--- src/hw/pps_pkg.sv ---
// Purpose: Shared constants for the port power source select register bank
// Assumes: 32-bit APB data, byte addresses, three downstream ports (2..4)
// Notes: Each config register is 8 bits wide in the low byte of a word
package pps_pkg;
    // Port count and register byte addresses
    localparam int NUM_PORTS = 3;
    localparam logic [15:0] PORT2_CFG_ADDR = 16'h3c04;
    localparam logic [15:0] PORT3_CFG_ADDR = 16'h3c08;
    localparam logic [15:0] PORT4_CFG_ADDR = 16'h3c0c;
    localparam logic [15:0] PORT_CFG_STRIDE = 16'h0004;
    // Field positions inside a config byte
    localparam int COMBINED_BIT = 7;
    localparam int RESERVED_BIT = 6;
    localparam int DISABLE_BIT = 5;
    localparam int FIXED_BIT = 4;
    localparam int CODE_MSB = 3;
    localparam int CODE_LSB = 0;
    // Writable bits: everything but the reserved bit
    localparam logic [7:0] CFG_WR_MASK = 8'hbf;
    // Reset value of every config register
    localparam logic [7:0] CFG_RESET = 8'h00;
    // Power source codes
    localparam logic [3:0] SRC_OFF = 4'h0;
    localparam logic [3:0] SRC_USB2 = 4'h1;
    localparam logic [3:0] SRC_USB3 = 4'h2;
    localparam logic [3:0] SRC_EITHER = 4'h3;
    localparam logic [3:0] SRC_GPIO = 4'h4;
endpackage : pps_pkg

--- src/hw/pps_gate_if.sv ---
// Purpose: Carries one port's source code and power inputs to its gate
// Assumes: Single clock domain, purely combinational path
// Notes: ctrl side drives selection, gate side returns the power decision
`timescale 1ns/100ps
`default_nettype none
interface pps_gate_if;
    logic [3:0] power_source_code; // Selected source
    logic port_disable; // Port disable bit
    logic usb2_on; // USB2 port power request
    logic usb3_on; // USB3 port power request
    logic gpio_on; // Designated GPIO, already synchronised
    logic power_on; // Resulting power decision
    modport ctrl (output power_source_code, port_disable, usb2_on, usb3_on, gpio_on, input power_on);
    modport gate (input power_source_code, port_disable, usb2_on, usb3_on, gpio_on, output power_on);
endinterface : pps_gate_if
`default_nettype wire

--- src/hw/pps_port_gate.sv ---
// Purpose: Selects the source that switches one port's power
// Assumes: Inputs already in the pclk domain
// Notes: Combinational; the top module registers the result
`timescale 1ns/100ps
`default_nettype none
module pps_port_gate (
    // Selection and sources
    pps_gate_if.gate gif
);
    // Source multiplexer, forced off by the disable bit
    always_comb
    begin
        gif.power_on = 1'b0;
        if (!gif.port_disable)
        begin
            case (gif.power_source_code)
                pps_pkg::SRC_OFF: gif.power_on = 1'b0;
                pps_pkg::SRC_USB2: gif.power_on = gif.usb2_on;
                pps_pkg::SRC_USB3: gif.power_on = gif.usb3_on;
                pps_pkg::SRC_EITHER: gif.power_on = gif.usb2_on | gif.usb3_on;
                pps_pkg::SRC_GPIO: gif.power_on = gif.gpio_on;
                // Reserved codes keep power off, the safe choice
                default: gif.power_on = 1'b0;
            endcase
        end
    end
endmodule : pps_port_gate
`default_nettype wire

--- src/hw/pps_top.sv ---
// Purpose: APB register bank selecting the power source of ports 2..4
// Assumes: pclk at 10 MHz, presetn asynchronous active low
// Notes: Zero wait-state APB slave; outputs all come from flip-flops
//
// The APB slave port is this design's own decision.
`timescale 1ns/100ps
`default_nettype none
module pps_top (
    // Clock, reset, enable
    input wire logic pclk,
    input wire logic presetn,
    input wire logic pclk_en,
    // APB slave
    input wire logic psel,
    input wire logic penable,
    input wire logic pwrite,
    input wire logic [15:0] paddr,
    input wire logic [31:0] pwdata,
    output logic [31:0] prdata,
    output logic pready,
    output logic pslverr,
    // Power sources, index 0 is port 2
    input wire logic [2:0] usb2_port_power,
    input wire logic [2:0] usb3_port_power,
    input wire logic [2:0] gpio_port_power,
    // Per-port results
    output logic [2:0] port_power_on,
    output logic [2:0] port_disabled,
    output logic [2:0] fixed_attached_device,
    output logic [2:0] combined_pin_mode
);
    // Config registers, index 0 is port 2
    logic [7:0] cfg_r [3];
    // GPIO synchroniser stages
    logic [2:0] gpio_s1_r;
    logic [2:0] gpio_s2_r;
    // Gate results
    logic [2:0] gate_power;
    // Raw decode result: bit 2 is the hit, bits 1:0 the port index
    logic [2:0] dec;
    // Decoded register hit
    logic hit;
    logic [1:0] idx;

    // Maps a byte address onto a port index, or flags a miss
    function automatic logic [2:0] cfg_decode(input logic [15:0] a);
        logic [2:0] r;
        r = 3'h0;
        if (a == pps_pkg::PORT2_CFG_ADDR)
            r = 3'h4;
        else if (a == pps_pkg::PORT3_CFG_ADDR)
            r = 3'h5;
        else if (a == pps_pkg::PORT4_CFG_ADDR)
            r = 3'h6;
        return r;
    endfunction : cfg_decode

    // Hit flag and index from the current address
    assign dec = cfg_decode(paddr);
    assign hit = dec[2];
    assign idx = dec[1:0];

    // APB handshake: ready is raised in setup so access ends at once
    always_ff @(posedge pclk or negedge presetn)
    begin
        if (!presetn)
        begin
            pready <= 1'b0;
            pslverr <= 1'b0;
            prdata <= 32'h0000_0000;
        end
        else if (pclk_en)
        begin
            pready <= psel && !penable;
            // Unmapped addresses answer with an error and zero data
            pslverr <= psel && !penable && !hit;
            if (psel && !penable && hit && !pwrite)
                prdata <= {24'h00_0000, cfg_r[idx] & pps_pkg::CFG_WR_MASK};
            else
                prdata <= 32'h0000_0000;
        end
    end

    // Register writes on the completing access edge
    always_ff @(posedge pclk or negedge presetn)
    begin
        if (!presetn)
        begin
            for (int i = 0; i < pps_pkg::NUM_PORTS; i++)
                cfg_r[i] <= pps_pkg::CFG_RESET;
        end
        else if (pclk_en && psel && penable && pready && pwrite && hit)
        begin
            // Reserved bit stays zero whatever is written
            cfg_r[idx] <= pwdata[7:0] & pps_pkg::CFG_WR_MASK;
        end
    end

    // GPIO arrives from pins, two flops before use
    always_ff @(posedge pclk or negedge presetn)
    begin
        if (!presetn)
        begin
            gpio_s1_r <= 3'h0;
            gpio_s2_r <= 3'h0;
        end
        else if (pclk_en)
        begin
            gpio_s1_r <= gpio_port_power;
            gpio_s2_r <= gpio_s1_r;
        end
    end

    // One gate per port
    genvar g;
    generate
        for (g = 0; g < 3; g++)
        begin : gen_port
            pps_gate_if gif ();
            assign gif.power_source_code = cfg_r[g][pps_pkg::CODE_MSB:pps_pkg::CODE_LSB];
            assign gif.port_disable = cfg_r[g][pps_pkg::DISABLE_BIT];
            assign gif.usb2_on = usb2_port_power[g];
            assign gif.usb3_on = usb3_port_power[g];
            assign gif.gpio_on = gpio_s2_r[g];
            assign gate_power[g] = gif.power_on;
            pps_port_gate u_gate (
                .gif(gif.gate)
            );
        end
    endgenerate

    // Registered per-port outputs, recomputed every enabled cycle
    always_ff @(posedge pclk or negedge presetn)
    begin
        if (!presetn)
        begin
            port_power_on <= 3'h0;
            port_disabled <= 3'h0;
            fixed_attached_device <= 3'h0;
            combined_pin_mode <= 3'h0;
        end
        else if (pclk_en)
        begin
            port_power_on <= gate_power;
            for (int i = 0; i < pps_pkg::NUM_PORTS; i++)
            begin
                port_disabled[i] <= cfg_r[i][pps_pkg::DISABLE_BIT];
                fixed_attached_device[i] <= cfg_r[i][pps_pkg::FIXED_BIT];
                combined_pin_mode[i] <= cfg_r[i][pps_pkg::COMBINED_BIT];
            end
        end
    end
endmodule : pps_top
`default_nettype wire

--- config.mk ---
export PLATFORM = sky130hd
export DESIGN_NAME = pps_top
export DESIGN_NICKNAME = d
export VERILOG_FILES = /design/src/hw/pps_pkg.sv /design/src/hw/pps_gate_if.sv /design/src/hw/pps_port_gate.sv /design/src/hw/pps_top.sv
export SDC_FILE = /design/constraint.sdc
export NUM_CORES = 1
export LEC_CHECK = 0
export BUFFER_PORTS_ARGS = -buffer_cell sky130_fd_sc_hd__buf_2
export CAP_MARGIN = 25
export CORE_ASPECT_RATIO = 1.4
export CORE_MARGIN = 3
export CORE_UTILIZATION = 40
export CTS_BUF_LIST = sky130_fd_sc_hd__clkbuf_8
export DETAILED_ROUTE_END_ITERATION = 10
export PLACE_DENSITY = 0.77
export SYNTH_ARGS = -nofsm -noshare
export SYNTH_HDL_FRONTEND = slang
export SYNTH_SLANG_ARGS = --single-unit
--- constraint.sdc ---
create_clock -name pclk -period 1.5 [get_ports pclk]
set_clock_uncertainty 0.1 [all_clocks]
set_input_delay 0.15 -clock pclk [delete_from_list [all_inputs] [get_ports pclk]]
set_output_delay 0.15 -clock pclk [all_outputs]
set_load 0.01 [all_outputs]
### Word level (Yosys, flattened, before mapping)

Index checks and enable logic that the tools add are counted.

| cells by class | value |
|---|---|
| reduce and logical (&&, ||, !) cells | 13 |
| $lt $le $gt $ge | 2 |
| multiplexer cells | 16 |
| equal/unequal tests | 15 |
| bitwise logic cells | 4 |

Operator list:

| cell | count |
|---|---|
| == test 16 x 14 -> 1 bit (second input constant) | 3 |
| two-way mux 8 bit | 4 |
| bitwise mux 24 bit | 1 |
| == test 4 x 2 -> 1 bit (second input constant) | 6 |
| binary-select mux 8 bit (select 2 bit) | 1 |
| demux 8 bit (select 2 bit) | 1 |
| == test 4 x 1 -> 1 bit (second input constant) | 3 |
| == test 4 x 3 -> 1 bit (second input constant) | 3 |
| one-hot mux 1 bit (4 select lines) | 3 |
| logical AND 1 bit | 10 |
| two-way mux 3 bit | 3 |
| greater-or-equal comparator 3 bit (second input constant) | 1 |
| logical NOT 1 bit | 3 |
| < comparator 3 x 1 -> 1 bit (second input constant) | 1 |
| two-way mux 1 bit | 3 |
| inverter 2 -> 3 bit | 1 |
| OR 1 bit | 3 |

| storage, ports and cells | value |
|---|---|
| bits in registers | 76 |
| word-level logic and storage cells | 62 |
| input bits | 63 |
| output and inout port bits | 46 |

### Depth between registers and ports, before layout

| depth | value |
|---|---|
| depth in word-level cells | 10 |
| depth in mapped cells | 5 |
| gate-level depth less buffers | 4 |

### Cells and area by module

From an unflattened synthesis, not the netlist that was laid out.

| unflattened totals | value |
|---|---|
| cells, all modules | 191 |
| area, all modules | 2397.3 µm² |

By module, submodules not included:

| module | cells each | instances | area an instance (µm²) | sequential area each (µm²) |
|---|---|---|---|---|
| pps_top | 179 | 1 | 2303.5 | 1201.2 |
| pps_port_gate | 4 | 3 | 31.3 | 0.0 |

### Least setup slack after synthesis

No wires, ideal clock.

| timing | value |
|---|---|
| path type | flip-flop to flip-flop |
| start | reg pready |
| end | reg cfg_r[10] (netlist bit) |
| slack | 0.030 ns |
| buffers on the path | 0 |
| arrival time | 1.242 ns |
| stages on the path, launching flop included | 5 |
| path through | dfrtp_1 > nand4_1 > and2b_2 > nand4_4 > mux2_1 |

| on the way | value |
|---|---|
| cells in the longest elaborated chain, start to end | 3 |

RTL lines:

| what | line | RTL |
|---|---|---|
| start: declaration | pps_top.sv:20 | `output logic pready,` |
| start signal: assignment | pps_top.sv:74 | `pready <= psel && !penable;` |
| logical AND 1 bit (3 in a row) | pps_top.sv:92 | `else if (pclk_en && psel && penable && pready && pwrite && hit)` |
| end signal: indexed assignment | pps_top.sv:90 | `cfg_r[i] <= pps_pkg::CFG_RESET;` |
| end signal: indexed assignment | pps_top.sv:95 | `cfg_r[idx] <= pwdata[7:0] & pps_pkg::CFG_WR_MASK;` |
| end: declaration | pps_top.sv:33 | `logic [7:0] cfg_r [3];` |

No other way between the ends.
A chain may end at the register's enable or synchronous reset.

### Final worst setup path

| timing | value |
|---|---|
| start | reg pready |
| end | reg cfg_r[8] (netlist bit) |

Same word-level chain as after synthesis.

==> results.py <==
metrics = {
    "critical_path": {
        "timing.rr.start": "pready$_DFFE_PN0P_",
        "crit_required_ns": 1.59,
        "cp.arrival_ns": 1.58,
        "crit_type": "flop to flop",
        "cp-end-kind": "flop",
        "crit_path_max_fanout": 7,
        "critPathLaunch": "pready$_DFFE_PN0P_",
        "cp-start-kind": "flop",
    },
    "die": {
        "chipHeight_um": 97.4,
        "core-area_um2": 5650,
        "num_rows": 32,
        "initial_core_util": 0.423,
        "num_io_pins": 109,
        "fp.dieW_um": 71.3,
        "fp.dieArea_um2": 6940,
    },
    "synth": {
        "yosysTopAreaCell": "dfrtp_1",
        "synthTopCellsByArea": "dfrtp_1 50%, mux2_2 17%, buf_4 7.9%, mux2i_1 2.9%, mux2_1 2.8%",
        "ys_seq_elements": 48,
        "yosys.area_share.adder": 0,
        "yosys.cell_types.count": 33,
        "yosysMostFrequentCell": "dfrtp_1",
        "synthFlopType": "dfrtp_1",
        "synth_compound_area_frac": 0.0571,
        "synth_mux_area_frac": 0.232,
        "synth_top_family_by_area": "multiplexers",
        "async_reset_ff_frac": 1.00,
        "netlist_top_cells_count": "48 x dfrtp_1, 37 x mux2_2, 25 x buf_4",
        "yosysWarningCount": 0,
        "synth_cells": 192,
        "seq_area_frac_synth": 0.503,
        "synthDominantCellAreaShare": 0.503,
        "synth-edff-count": 0,
        "syn_area_per_cell_um2": 12.4,
        "synth-simple-area-share": 0.0933,
        "synthXorXnorAreaFrac": 0,
        "synth.cell_area_um2": 2390,
    },
    "routing": {
        "wl_per_cell_um": 14.8,
        "drtIter0Drc": 54,
        "drt_wl_total_um": 4890,
        "viasPerCell": 4.88,
        "ant_nets": 0,
        "vias": 1607,
        "drcViolationCount": 0,
        "drt_pre_antenna_iters": 4,
    },
    "timing": {
        "fin_crit_ns": 1.49,
        "setup_viol": 0,
        "slew_violations": 0,
        "worst_slack_ns": 0.0102,
        "fin_crit_sh": 0.993,
        "fmax_mhz": 671,
        "rsz0062_at_grt": "yes",
        "hold_viol_final": 0,
    },
    "grt": {
        "grt_max_degree": 49,
        "antenna_found_initial": 0,
        "first_global_vias": 1716,
        "grtUsageTotal": 0.148,
        "grt-ovfl-total": 0,
        "grt_pass1_wl_um": 8090,
    },
    "cts": {
        "clock-sinks": 48,
        "cts-buffers-inserted": 5,
        "cts_max_path_buffers": 2,
        "clkLatencyLatePin_ns": 0.30,
        "htreeDepth": 2,
        "root_buffer": "clkbuf_8",
        "cts_tree": "yes",
        "cts.clk_slew.worst_paths_ns": 0.08,
        "cts_post_setup_buffers_inserted": 0,
    },
    "finish": {
        "syn_to_final_growth_pct": 21.9,
        "drive_above_1_share": 0.471,
        "layout.nets": 323,
        "num-fill-cells": 497,
        "insertedDiodeCount": 0,
    },
    "power": {
        "power_w": 0.00254,
        "p_leak_nw": 1.51,
        "ir_drop_mv": 0.422,
        "powerDensity_nw_per_um2": 873,
    },
    "min_path": {
        "hp-start": "pwdata[2]",
        "hp-class": "input port to flop",
    },
    "place": {
        "port_buffers": 58,
        "pre_cts_ws_ns": -0.242,
        "dpl.hpwl_um": 3700,
        "routabilityCongestion": 0.781,
    },
    "run_status": {
        "status": "finished clean",
    },
    "flow_run": {
        "cap_viol_max_count": 0,
    },
}
## final timing paths
| kind | depth (start not counted) | slack, ns | endpoint |
|---|---|---|---|
| max reg2reg | 4 | 0.01 | cfg_r[8]$_DFFE_PN0P_ |
| min | 2 | 0.02 | cfg_r[10]$_DFFE_PN0P_ |
| max in group asynchronous | 3 | 0.80 | pslverr$_DFFE_PN0P_ |
| max | 4 | 0.01 | cfg_r[8]$_DFFE_PN0P_ |
| min in group asynchronous | 3 | 0.27 | port_disabled[1]$_DFFE_PN0P_ |
| min reg2reg | 1 | 0.41 | gpio_s1_r[0]$_DFFE_PN0P_ |
## cell families (layout without fill, tap and decap cells)
| family | count (synthesis) | count (layout) |
|---|---|---|
| AO/OA/AOI/OAI | 20 | 20 |
| buffers and inverters | 45 | 90 |
| flip-flops | 48 | 48 |
| multiplexers | 50 | 50 |
| other | 1 | 25 |
| AND/OR/NAND/NOR | 28 | 28 |
## layout by cell type (no fill, tap or decap), types with 2 or more instances in the layout
cell type       n
conb_1         25
clkbuf_8        7
o32ai_1         3
a22oi_1         3
mux2_2         37
dfrtp_1        48
nand3_1         4
nand4_4         2
buf_12          2
and3_1          2
nand2_1         3
nor2b_1         2
nor2_1          4
inv_1          12
buf_4           5
o21ai_0         4
buf_2          58
mux2_4          6
o22ai_1         8
mux2i_1         7
dlygate4sd3_1   5
## registers in the layout (all words and copies together), names as in the netlist, 3 cells and up
signal,flops
combined_pin_mode,3
prdata,7
port_disabled,3
fixed_attached_device,3
port_power_on,3
cfg_r,21
gpio_s1_r,3
gpio_s2_r,3
## stage by stage
step	setup TNS (ns)	area, µm²	hold WS, ns	utilization	instances
CTS	-0.0597	2890	0.00368	0.511	329
global route	-0.326	2910	0.0144	0.515	329
global placement	-4.83	2710	0.0492	0.479	316
finish	0	2910	0.0235	0.515	329
floorplan	0	2480	-0.246	-	216
detailed placement	-5.47	2710	0.0593	0.479	316
## layout make-up
type	count	area (µm²)	share of cell area
Sequential cell	48	1200	0.413
Multi-Input combinational cell	123	1030	0.355
Timing Repair Buffer	70	418	0.144
Clock buffer	7	96.3	0.0331
Tap cell	68	85.1	0.0292
Inverter	12	45.0	0.0155
Clock inverter	1	30.0	0.0103
## critical path, cell delays in order, from the launching register on
cell and delay, ns:
dfrtp_1 0.34, nand4_1 0.07, and2b_2 0.29, nand4_4 0.21, mux2_4 0.36
## power breakdown
part | total, W | leakage, nW | internal [W] | switching [W]
registers | 0.00133 | 0.655 | 0.00132 | 0.0000112
logic | 0.000215 | 0.786 | 0.0000931 | 0.000122
clock network | 0.000997 | 0.0645 | 0.000588 | 0.000409
total | 0.00254 | 1.51 | 0.00200 | 0.000542
## what timing repair did
item / CTS / global route
gates cloned: 0 / 0
hold buffers: 5 / 0
endpoints found under the setup margin: 11 / 20
hold endpoints to repair: 52 / 0
pin swaps: 1 / 2
resized for setup: 1 / 6
## layer usage
metal,track usage,up-vias,wire length [µm]
met4,0.0651,0,108
met5,0,-,0
li1,-,764,-
met2,0.264,57,2570
met1,0.162,778,1900
met3,0.0342,8,315
(Power assumes the default switching activity.)
